`config.mk`:
```
export PLATFORM = sky130hd
export DESIGN_NAME = timer8_wave
export DESIGN_NICKNAME = d
export VERILOG_FILES = /design/src/inc/timer8_pkg.sv /design/src/design/timer8_wave.sv /design/src/design/timer8_prescaler.sv
export SDC_FILE = /design/constraint.sdc
export NUM_CORES = 1
export LEC_CHECK = 0
export CAP_MARGIN = 0
export CORE_ASPECT_RATIO = 0.9
export CORE_MARGIN = 2
export CORE_UTILIZATION = 58
export DETAILED_ROUTE_END_ITERATION = 10
export DONT_BUFFER_PORTS = 1
export PLACE_DENSITY = 0.85
export SLEW_MARGIN = 10
export SYNTH_ARGS = -nofsm -noshare
export SYNTH_HDL_FRONTEND = slang
export SYNTH_SLANG_ARGS = --single-unit
```
`constraint.sdc`:
```
create_clock -name clock_in -period 2.5 [get_ports clock_in]
set_clock_uncertainty 0.2 [all_clocks]
set_input_delay 0 -clock clock_in [delete_from_list [all_inputs] [get_ports clock_in]]
set_output_delay 0 -clock clock_in [all_outputs]
set_load 0.05 [all_outputs]
```
`src/inc/timer8_pkg.sv`:
```
// Constants and types for the 8-bit waveform timer
package timer8_pkg;
	// Register indices (word offsets on the plain port)
	localparam logic [1:0] REG_CONTROL_A = 2'h0;
	localparam logic [1:0] REG_COUNT = 2'h1;
	localparam logic [1:0] REG_COMPARE = 2'h2;
	localparam logic [1:0] REG_FLAGS = 2'h3;
	// Control register A field positions
	localparam int FORCE_BIT = 7;
	localparam int MODE_LOW_BIT = 6;
	localparam int OUT_MODE_HI = 5;
	localparam int OUT_MODE_LO = 4;
	localparam int MODE_HIGH_BIT = 3;
	localparam int CLK_SEL_HI = 2;
	// Flag register bit positions
	localparam int FLAG_OVF_BIT = 0;
	localparam int FLAG_CMP_BIT = 1;
	// Reset values
	localparam logic [7:0] CONTROL_A_RESET = 8'h00;
	localparam logic [7:0] COUNT_RESET = 8'h00;
	localparam logic [7:0] COMPARE_RESET = 8'h00;
	// Counter limits
	localparam logic [7:0] BOTTOM = 8'h00;
	localparam logic [7:0] MAX = 8'hFF;
	// Prescale factors
	localparam int PRESCALE_8 = 8;
	localparam int PRESCALE_64 = 64;
	localparam int PRESCALE_256 = 256;
	localparam int PRESCALE_1024 = 1024;
	localparam logic [9:0] PRESCALE_LAST = 10'(PRESCALE_1024 - 1);
	typedef enum logic [1:0] {
		MODE_NORMAL,
		MODE_PHASE_PWM,
		MODE_CLEAR_ON_MATCH,
		MODE_FAST_PWM
	} wave_mode_t;
endpackage

```
`src/design/timer8_wave.sv`:
```
// 8-bit timer/counter with one compare channel and waveform output
// Notes on behaviour
// - Mode field selects four modes and TOP
// - Compare writes immediate or buffered by mode
// - Fast PWM setting 1 toggles on match
// - Phase PWM counts up then down
// - Phase PWM holds MAX one tick
// - Phase PWM setting 2 clears up, sets down
// - Phase PWM overflow flag at BOTTOM
// - Compare BOTTOM/MAX give constant phase PWM levels
// - Leaving MAX applies up-match result at MAX
// - Missed up-match still applied at MAX
// - Pin driven only when direction is output
// - Synchronous, tick is a clock enable
// - Phase PWM period 510 ticks
// - Force strobe works only in non-PWM modes
// - Force strobe acts like a compare match
// - Force sets no flag, clears no counter
// - Force strobe reads back as zero
// - Control A field layout, reset zero
// - Clock select chooses tick source
// - Non-PWM output settings: off, toggle, clear, set
`timescale 1ns/1ns
module timer8_wave (
	// Clock and reset
	input wire logic clock_in,
	input wire logic arst_n_in,
	// Register port
	input wire logic [1:0] addr_in,
	input wire logic [7:0] wdata_in,
	input wire logic write_in,
	input wire logic read_in,
	output logic [7:0] rdata_out,
	// External clock source and pin direction
	input wire logic ext_clock_in,
	input wire logic pin_dir_out_in,
	// Waveform pin and flags
	output logic wave_output_pin_out,
	output logic wave_output_pin_oe_out,
	output logic overflow_flag_out,
	output logic compare_match_flag_out
);
	import timer8_pkg::*;

	typedef struct packed {
		logic wave_mode_low;
		logic [1:0] compare_out_mode;
		logic wave_mode_high;
		logic [2:0] clock_source_sel;
		logic [7:0] count_value;
		logic [7:0] compare_value;
		logic [7:0] compare_buffer;
		logic count_down;
		logic block_match;
		logic wave_output;
		logic overflow_flag;
		logic compare_match_flag;
		logic [7:0] rdata;
		logic pin;
		logic pin_oe;
	} timer_state_t;

	timer_state_t state;
	timer_state_t next_state;
	logic timer_tick;
	wave_mode_t mode;

	// tick from prescaler used as enable
	timer8_prescaler prescaler (
		.clock_in(clock_in),
		.arst_n_in(arst_n_in),
		.clock_source_sel_in(state.clock_source_sel),
		.ext_clock_in(ext_clock_in),
		.timer_tick_out(timer_tick)
	);

	assign mode = wave_mode_t'({state.wave_mode_high, state.wave_mode_low});

	// Output level after a match in the non-PWM and toggle sense
	function automatic logic match_level(input logic [1:0] com, input logic cur);
		case (com)
			2'h1: match_level = ~cur;
			2'h2: match_level = 1'b0;
			2'h3: match_level = 1'b1;
			default: match_level = cur;
		endcase
	endfunction

	logic is_pwm;
	logic [7:0] active_cmp;
	logic match;
	logic wr_ctrl;
	logic wr_count;
	logic wr_cmp;
	logic wr_flags;
	logic ovf_set;

	always_comb begin
		is_pwm = state.wave_mode_low;
		// PWM modes use the buffered value
		active_cmp = is_pwm ? state.compare_buffer : state.compare_value;
		// equality only counts on ticks, blocked after count write
		match = timer_tick && !state.block_match && (state.count_value == active_cmp);
		wr_ctrl = write_in && (addr_in == REG_CONTROL_A);
		wr_count = write_in && (addr_in == REG_COUNT);
		wr_cmp = write_in && (addr_in == REG_COMPARE);
		wr_flags = write_in && (addr_in == REG_FLAGS);
	end

	always_comb begin
		next_state = state;
		// Overflow events gathered apart, so a same-cycle clear cannot hide one
		next_state.overflow_flag = 1'b0;
		if (timer_tick) begin
			next_state.block_match = 1'b0;
		end
		// counting advances only on tick enables
		if (timer_tick) begin
			case (mode)
				MODE_NORMAL: begin
					next_state.count_value = state.count_value + 8'h01;
					if (state.count_value == MAX) begin
						next_state.overflow_flag = 1'b1;
					end
				end
				MODE_CLEAR_ON_MATCH: begin
					// TOP is the compare value here
					if (state.count_value == state.compare_value && !state.block_match) begin
						next_state.count_value = BOTTOM;
					end else begin
						next_state.count_value = state.count_value + 8'h01;
					end
					if (state.count_value == MAX) begin
						next_state.overflow_flag = 1'b1;
					end
				end
				MODE_FAST_PWM: begin
					next_state.count_value = state.count_value + 8'h01;
					if (state.count_value == MAX) begin
						next_state.overflow_flag = 1'b1;
						next_state.compare_buffer = state.compare_value;
					end
				end
				default: begin
					// up to MAX, hold one tick, down: 510 ticks
					if (!state.count_down) begin
						if (state.count_value == MAX) begin
							next_state.count_down = 1'b1;
							next_state.count_value = MAX - 8'h01;
						end else begin
							next_state.count_value = state.count_value + 8'h01;
						end
					end else if (state.count_value == BOTTOM) begin
						next_state.count_down = 1'b0;
						next_state.count_value = BOTTOM + 8'h01;
					end else begin
						next_state.count_value = state.count_value - 8'h01;
						if (state.count_value == BOTTOM + 8'h01) begin
							next_state.overflow_flag = 1'b1;
						end
					end
					if (!state.count_down && state.count_value == MAX) begin
						next_state.compare_buffer = state.compare_value;
					end
				end
			endcase
		end

		ovf_set = next_state.overflow_flag;
		next_state.overflow_flag = state.overflow_flag || ovf_set;

		// Waveform generation
		if (timer_tick) begin
			if (match) begin
				// only a real match raises the flag
				next_state.compare_match_flag = 1'b1;
			end
			case (mode)
				MODE_NORMAL, MODE_CLEAR_ON_MATCH: begin
					if (match) begin
						next_state.wave_output = match_level(state.compare_out_mode,
							state.wave_output);
					end
				end
				MODE_FAST_PWM: begin
					if (state.compare_out_mode == 2'h1) begin
						if (match) begin
							next_state.wave_output = ~state.wave_output;
						end
					end else if (state.compare_out_mode[1]) begin
						// Match at MAX ignored, so MAX gives a constant level
						if (match && active_cmp != MAX) begin
							next_state.wave_output = state.compare_out_mode[0];
						end else if (state.count_value == MAX) begin
							next_state.wave_output = ~state.compare_out_mode[0];
						end
					end
				end
				default: begin
					if (state.compare_out_mode[1]) begin
						if (!state.count_down && state.count_value == MAX) begin
							// at TOP take the up-match result
							// for the value loaded now, so no match is missed
							if (state.compare_value == MAX) begin
								next_state.wave_output = ~state.compare_out_mode[0];
							end else begin
								next_state.wave_output = state.compare_out_mode[0];
							end
						end else if (match && active_cmp != MAX) begin
							// clear up / set down, setting 3 inverse
							// A match at BOTTOM belongs to the up slope, so zero stays low in setting 2, high in setting 3
							next_state.wave_output =
								(state.count_down && state.count_value != BOTTOM) ?
								~state.compare_out_mode[0] : state.compare_out_mode[0];
						end
					end
				end
			endcase
		end

		// Register writes
		if (wr_ctrl) begin
			next_state.wave_mode_low = wdata_in[MODE_LOW_BIT];
			next_state.compare_out_mode = wdata_in[OUT_MODE_HI:OUT_MODE_LO];
			next_state.wave_mode_high = wdata_in[MODE_HIGH_BIT];
			next_state.clock_source_sel = wdata_in[CLK_SEL_HI:0];
			// forced compare, non-PWM only, no flag or clear
			if (wdata_in[FORCE_BIT] && !wdata_in[MODE_LOW_BIT]) begin
				next_state.wave_output = match_level(wdata_in[OUT_MODE_HI:OUT_MODE_LO],
					state.wave_output);
			end
		end
		if (wr_count) begin
			next_state.count_value = wdata_in;
			next_state.block_match = 1'b1;
		end
		if (wr_cmp) begin
			next_state.compare_value = wdata_in;
			if (!is_pwm) begin
				next_state.compare_buffer = wdata_in;
			end
		end
		// Write one clears; a same-cycle hardware set wins
		if (wr_flags) begin
			if (wdata_in[FLAG_OVF_BIT] && !ovf_set) begin
				next_state.overflow_flag = 1'b0;
			end
			if (wdata_in[FLAG_CMP_BIT] && !(timer_tick && match)) begin
				next_state.compare_match_flag = 1'b0;
			end
		end

		// Read data stand only in the cycle after the strobe
		next_state.rdata = 8'h00;
		if (read_in) begin
			if (addr_in == REG_CONTROL_A) begin
				next_state.rdata = {1'b0, state.wave_mode_low, state.compare_out_mode,
					state.wave_mode_high, state.clock_source_sel};
			end else if (addr_in == REG_COUNT) begin
				next_state.rdata = state.count_value;
			end else if (addr_in == REG_COMPARE) begin
				next_state.rdata = state.compare_value;
			end else begin
				next_state.rdata = {6'h00, state.compare_match_flag, state.overflow_flag};
			end
		end

		// pin driven only with output direction and a connected mode
		next_state.pin = next_state.wave_output;
		next_state.pin_oe = pin_dir_out_in && (next_state.compare_out_mode != 2'h0);
	end

	always_ff @(posedge clock_in or negedge arst_n_in) begin
		if (!arst_n_in) begin
			state <= '0;
			state.count_value <= COUNT_RESET;
			state.compare_value <= COMPARE_RESET;
			state.compare_buffer <= COMPARE_RESET;
			{state.wave_mode_low, state.compare_out_mode, state.wave_mode_high,
				state.clock_source_sel} <= CONTROL_A_RESET[6:0];
		end else begin
			state <= next_state;
		end
	end

	assign rdata_out = state.rdata;
	assign wave_output_pin_out = state.pin;
	assign wave_output_pin_oe_out = state.pin_oe;
	assign overflow_flag_out = state.overflow_flag;
	assign compare_match_flag_out = state.compare_match_flag;
endmodule

```
`src/design/timer8_prescaler.sv`:
```
// Prescaler and clock source selection producing the timer tick
`timescale 1ns/1ns
module timer8_prescaler (
	// Clock and reset
	input wire logic clock_in,
	input wire logic arst_n_in,
	// Selection and external source
	input wire logic [2:0] clock_source_sel_in,
	input wire logic ext_clock_in,
	// Tick out
	output logic timer_tick_out
);
	import timer8_pkg::*;

	typedef struct packed {
		logic [9:0] div;
		logic ext_prev;
		logic tick;
	} presc_state_t;

	presc_state_t state;
	presc_state_t next_state;

	function automatic logic div_hit(input logic [9:0] d, input int n);
		div_hit = (d & 10'(n - 1)) == 10'(n - 1);
	endfunction

	always_comb begin
		next_state = state;
		next_state.div = state.div + 10'h001;
		next_state.ext_prev = ext_clock_in;
		case (clock_source_sel_in)
			3'h1: next_state.tick = 1'b1;
			3'h2: next_state.tick = div_hit(state.div, PRESCALE_8);
			3'h3: next_state.tick = div_hit(state.div, PRESCALE_64);
			3'h4: next_state.tick = div_hit(state.div, PRESCALE_256);
			3'h5: next_state.tick = div_hit(state.div, PRESCALE_1024);
			3'h6: next_state.tick = state.ext_prev & ~ext_clock_in;
			3'h7: next_state.tick = ~state.ext_prev & ext_clock_in;
			default: next_state.tick = 1'b0;
		endcase
	end

	always_ff @(posedge clock_in or negedge arst_n_in) begin
		if (!arst_n_in) begin
			state <= '0;
		end else begin
			state <= next_state;
		end
	end

	assign timer_tick_out = state.tick;
endmodule

```
==> results of run 1 <==
==> power breakdown <==
| group | switching, mW | internal, mW |
|---|---|---|
| clock network | 0.448 | 0.377 |
| registers | 0.385 | 1.10 |
| logic | 0.819 | 0.676 |
| total | 1.65 | 2.15 |
==> worst register-to-register path: cells and delay by family (launching register included) <==
family	cells	cell delay (ps)
mux	2	460
xor+xnor	1	170
flops	1	390
simple gates	2	630
compound gates	2	380
buf+inv	1	170
==> cell type report <==
type                    count  area share, %
repair buffers             50          10.87
inverters                  11         0.9587
multi-input cells         296          48.23
clock inverters             7          1.424
well taps                  87          2.528
clock buffers               9          2.876
flip-flops and latches     57          33.12
==> cell families after synthesis <==
group | count (synthesis) | share of synthesized area (%)
AND/OR/NAND/NOR | 127 | 18.27
AO/OA/AOI/OAI | 95 | 16.26
flip-flops | 57 | 38.79
buffers and inverters | 43 | 5.818
XOR/XNOR | 32 | 7.622
multiplexers | 32 | 9.833
adder cells (fa/ha/maj) | 10 | 3.403
==> timing repair <==
action / 4_1_cts / 5_1_grt
hold buffers: 23 / 0
setup endpoints to repair: 0 / 10
gates resized for setup: 0 / 13
buffers inserted: 0 / 1
endpoints found under the hold margin: 103 / 0
==> layout by cell type, fill, tap and decap left out, drive strengths merged, types with 3 or more instances in the layout <==
cell type	instances
nand3b	5
nand4	9
nand2b	5
a21oi	15
a211oi	3
nor3	8
nand2	41
inv	15
xnor2	12
dfrtp	57
and2	10
clkbuf	9
a221oi	3
a22oi	12
mux2i	17
nor3b	5
mux2	13
a31oi	3
dlygate4sd3	20
nor4	3
nor2b	3
nand3	9
ha	10
buf	28
nor2	12
o21ai	39
and3	13
xor2	20
==> layer usage <==
metal  routed length, um  track usage, %
met4                 418           14.92
met5                   0               0
met3                1216           7.032
met2                4836           48.41
met1                4163           44.05
==> worst paths after layout <==
kind / end / slack [ps] / cells past startpoint
min in group clock_in: state[29]$_DFFE_PN0P_ / 20 / 3
worst min-delay path: state[37]$_DFFE_PN0P_ / -30 / 2
max in group asynchronous: prescaler.state[6]$_DFF_PN0_ / 1860 / 2
worst max-delay path: wave_output_pin_out$_DFFE_PN0P_ / -30 / 8
worst min register to register: prescaler.state[6]$_DFF_PN0_ / 280 / 1
worst max register to register: wave_output_pin_out$_DFFE_PN0P_ / -30 / 8
==> flow_summary_export.csv, run 1 <==
group,metric,value,unit
cts,numCtsBuffers,9,
cells_and_area,fillers,411,
setup_path,path_cells,"buf_12, mux2i_2, xnor2_1, nand4_1, or3_4, mux2i_1, a32o_1, o2111a_1",
cells_and_area,largest_reg_flops,31,
yosys,syn_nets,422,
setup_path,critPathBufInv,1,
yosys,ys.flop_type,"dfrtp_1",
routing,routed_via_density,6.505,
cts,htreeDepth,3,
cts,cts_root_buf,"clkbuf_8",
setup_path,path_class,"register to register",
cells_and_area,fin_nets,451,
place,place.gp.congestion,0.9794,
routing,drt_iter0_markers,451,
yosys,postSynthAreaPerCell,9.286,um^2
power_and_ir_drop,powerDensity,883.8,mW/mm^2
cells_and_area,drive_gt1_share,16.28,%
grt,antenna_found_initial,0,
die,rows,27,
setup_path,arrival,2570,ps
yosys,netlist_instances,396,
timing,setup_viol,1,
timing,holdWs,-34.20,ps
yosys,synth_most_common_cell,"dfrtp_1",
yosys,synth_warnings,0,
die,core,0.006115,mm^2
timing,worst_pin_slew,689.9,ps
timing,finalHoldViolCount,25,
setup_path,r2r_start,"is_pwm$_DFFE_PN0P_",
setup_path,cp.required,2540,ps
cts,cts.path.max_buffers,2,
status,status,"finished, violations left",
yosys,ys_seq_elements,57,
cts,clkSinkCount,57,
yosys,yosysSeqAreaShare,38.79,%
yosys,ys_types,53,
setup_path,critical-path-top-delay-family,"simple AND/OR/NAND/NOR gates",
power_and_ir_drop,total_power,3.806,mW
timing,final_max_slew_viol_count,0,
yosys,async_flop_share,100.0,%
min_path,min_path_type,"input port to asynchronous set/reset pin",
die,pin_count,28,
grt,grt_pass1_wl,16.70,mm
place,dp_slack,56.31,ps
cts,cts_tree,"yes",
yosys,yosys.area.top_type_share,38.79,%
place,place_inst,477,
cells_and_area,fin_cells,517,
yosys,syn-cell-area,0.003677,mm^2
place,hpwl,6.999,mm
routing,vias,3363,
grt,track_usage,32.08,%
timing,max-slew-margin-rel,54.01,%
yosys,synth_area_leaders,"dfrtp_1, o21ai_0, xor2_1",
job,cap_violations,0,
routing,drc,0,
die,die-height,79.54,um
cells_and_area,regMostFlops,"state",
cts,insertion_delay,350,ps
timing,period_minus_slack,2530,ps
routing,wire_per_inst,20.57,um
grt,grt_pass1_vias,3230,
die,die-area,0.006994,mm^2
timing,max_clock_freq,395.2,MHz
setup_path,cp-start-kind,"register",
cells_and_area,regArea,0.001426,mm^2
routing,ant_nets,0,
setup_path,cpPeakStageDelay,430,ps
timing,rsz0062_at_grt,"true",
die,initial_utilization,60.14,%
setup_path,crit_start,"is_pwm$_DFFE_PN0P_",
routing,wirelength,10.64,mm
yosys,synthTopCellsByCount,"dfrtp_1, nand2_1, o21ai_0",
power_and_ir_drop,total_leakage_power,1.907,nW
routing,dr.pass1.iters,5,
grt,grt_max_degree,58,
cells_and_area,multi_input_area,0.002077,mm^2
cells_and_area,final_area,0.004307,mm^2
yosys,synth_edf_count,0,
timing,finalCritPeriodShare,101.2,%
power_and_ir_drop,ir_worst_vdd,0.0006456,V
place,io_buffers,0,
cts,clkTransAtPathRegs,80,ps
cells_and_area,fin_util,70.43,%
cells_and_area,areaGrowthSynthToFinish,17.11,%
timing,fin_setup_tns,-30.49,ps
grt,overflow,0,
yosys,synth_top_area_cell,"dfrtp_1",
setup_path,worstPathMaxFanout,15,
cells_and_area,diodes,0,
setup_path,end_kind,"register",
status,violations,"negative hold slack, negative setup slack",
timing,setup_slack,-30.49,ps
setup_path,cpMaxStageDelayCell,"or3_4",
die,die_w,87.93,um
place,dpl_cell_area,0.003821,mm^2
No activity file was read; power rests on OpenSTA's default activity.
==> inputs of run 2 (changes only) <==
--- a/config.mk
+++ b/config.mk
@@ -8,7 +8,7 @@
 export CAP_MARGIN = 0
 export CORE_ASPECT_RATIO = 0.9
 export CORE_MARGIN = 2
-export CORE_UTILIZATION = 58
+export CORE_UTILIZATION = 60
 export DETAILED_ROUTE_END_ITERATION = 10
 export DONT_BUFFER_PORTS = 1
 export PLACE_DENSITY = 0.85
==> constraint.sdc (replaced) <==
create_clock -name clock_in -period 3.1 [get_ports clock_in]
set_clock_uncertainty 0.2 [all_clocks]
set_input_delay 0 -clock clock_in [delete_from_list [all_inputs] [get_ports clock_in]]
set_output_delay 0 -clock clock_in [all_outputs]
set_load 0.05 [all_outputs]
==> flow_summary_export.csv, run 2 (synthesized netlist as in run 1, its figures left out) <==
group,metric,value,unit
status,status,"finished clean",
cts,cts_root_buf,"clkbuf_8",
die,core,0.006013,mm^2
setup_path,arrival,2860,ps
place,place.gp.congestion,0.9407,
power_and_ir_drop,p_int,1.736,mW
min_path,whs_path_depth,2,
cts,clkTransAtPathRegs,60,ps
setup_path,r2r_cells,8,
power_and_ir_drop,swShare,41.14,%
timing,max_clock_freq,351.1,MHz
cells_and_area,diodes,0,
die,die-area,0.006772,mm^2
power_and_ir_drop,total_leakage_power,1.818,nW
place,hpwl,6.485,mm
grt,overflow,0,
timing,finalHoldViolCount,0,
routing,drc,0,
power_and_ir_drop,total_power,2.950,mW
setup_path,crit_start,"is_pwm$_DFFE_PN0P_",
timing,holdWs,27.14,ps
setup_path,critPathBufInv,1,
min_path,min-delay-start,"write_in",
grt,track_usage,30.35,%
timing,fin_setup_tns,0,ps
timing,worst_pin_slew,889.9,ps
routing,routed_via_density,6.718,
cts,numCtsBuffers,9,
cts,clkSinkCount,57,
setup_path,critical-path-top-delay-family,"compound AO/OA/AOI/OAI gates",
power_and_ir_drop,switchingPower,1.214,mW
setup_path,cpMaxStageDelayCell,"dfrtp_1",
die,die-height,78.27,um
setup_path,cp-start-kind,"register",
setup_path,cp.required,3110,ps
cells_and_area,regMostFlops,"state",
die,initial_utilization,61.15,%
cells_and_area,final_area,0.004136,mm^2
routing,wire_per_inst,19.85,um
cells_and_area,areaGrowthSynthToFinish,12.49,%
place,io_buffers,0,
cells_and_area,final_common_cell,"dfrtp_1",
grt,antenna_found_initial,0,
grt,grt_pass1_wl,15.65,mm
timing,setup_slack,252.0,ps
die,die_w,86.52,um
die,rows,27,
min_path,min_path_type,"input port to register",
routing,vias,3258,
cts,cts.path.max_buffers,2,
timing,setup_viol,0,
setup_path,cpPeakStageDelay,740,ps
cts,htreeDepth,3,
cells_and_area,fillers,462,
timing,finalCritPeriodShare,91.87,%
timing,rsz0062_at_grt,"false",
place,dpl_cell_area,0.003677,mm^2
cells_and_area,largest_reg_flops,31,
timing,max-slew-margin-rel,40.45,%
power_and_ir_drop,powerDensity,713.1,mW/mm^2
routing,drt_iter0_markers,419,
cts,cts_tree,"yes",
timing,period_minus_slack,2848,ps
timing,final_max_slew_viol_count,0,
die,pin_count,28,
setup_path,critical_path_depth,8,
setup_path,path_class,"register to register",
routing,wirelength,9.629,mm
setup_path,worstPathMaxFanout,15,
power_and_ir_drop,ir_worst_vdd,0.0004036,V
cells_and_area,fin_util,68.79,%
cells_and_area,mostFrequentLayoutCells,"dfrtp_1, nand2_1, o21ai_0",
routing,ant_nets,0,
grt,grt_max_degree,58,
cells_and_area,drive_gt1_share,11.14,%
routing,dr.pass1.iters,5,
cells_and_area,fin_nets,435,
cts,insertion_delay,350,ps
place,place_inst,447,
power_and_ir_drop,comb_power_share,35.0,%
place,dp_slack,354.9,ps
setup_path,crit_top_cell,"a22oi_1",
power_and_ir_drop,clkPwrFrac,23.4,%
grt,grt_pass1_vias,3028,
cts,cts_resized,0,
power_and_ir_drop,power_frac_seq,41.6,%
setup_path,r2r_start,"is_pwm$_DFFE_PN0P_",
job,cap_violations,0,
cells_and_area,fin_cells,485,
cts,cts_setup_buffers,0,
setup_path,end_kind,"register",
setup_path,path_cells,"ha_1, buf_4, nand2_1, and2_1, a22oi_1, o32ai_1, a22oi_1, o21ai_0",
## run 2: changes by cell type in the layout (fill, tap and decap cells not counted), sizes merged
cell,before,now
inv,15,10
clkinvlp,2,1
clkbuf,9,10
clkinv,1,4
dlygate4sd3,20,21
bufinv,0,1
buf,28,13
dlymetal6s4s,2,0
## run 2: path summary, 6_finish.rpt
kind,slack (ps),end
worst max-delay path,250,state[36]$_DFFE_PN0P_
worst min-delay path,30,state[29]$_DFFE_PN0P_
worst max register to register,250,state[36]$_DFFE_PN0P_
worst min register to register,270,prescaler.state[11]$_DFF_PN0_
max in group asynchronous,2380,state[27]$_DFFE_PN0P_
min in group asynchronous,70,rdata_out[1]$_DFF_PN0_
## run 2: area by class of cell
class | count | area, um^2 | share of cell area, %
clock buffer | 10 | 137.6 | 3.327
clock inverter | 5 | 56.30 | 1.361
inverter | 11 | 41.29 | 0.9982
multi-input combinational | 296 | 2037 | 49.24
sequential | 57 | 1426 | 34.48
tap | 72 | 90.09 | 2.178
timing repair buffer | 34 | 347.8 | 8.409
## run 2: layer usage
| layer | share of wire (%) | wire length [um] | GRT usage, % |
|---|---|---|---|
| met4 | 3.4 | 325 | 12.66 |
| met3 | 9.5 | 919 | 7.992 |
| met5 | 0 | 0 | 0 |
| met2 | 46 | 4414 | 44.92 |
| met1 | 41 | 3969 | 42.20 |
## run 2: power by group through the flow
stage               Clock [mW]  Sequential (mW)  Combinational [mW]
floorplan                    0             1.03               0.900
global placement             0             1.22               0.907
detailed placement           0             1.22               0.938
CTS                      0.702             1.21                1.01
global route             0.738             1.24                1.13
finish                   0.691             1.23                1.03
## run 2: what timing repair did
item / CTS / global route
endpoints found under the setup margin: 0 / 0
endpoints found under the hold margin: 103 / 0
hold buffers: 23 / 0
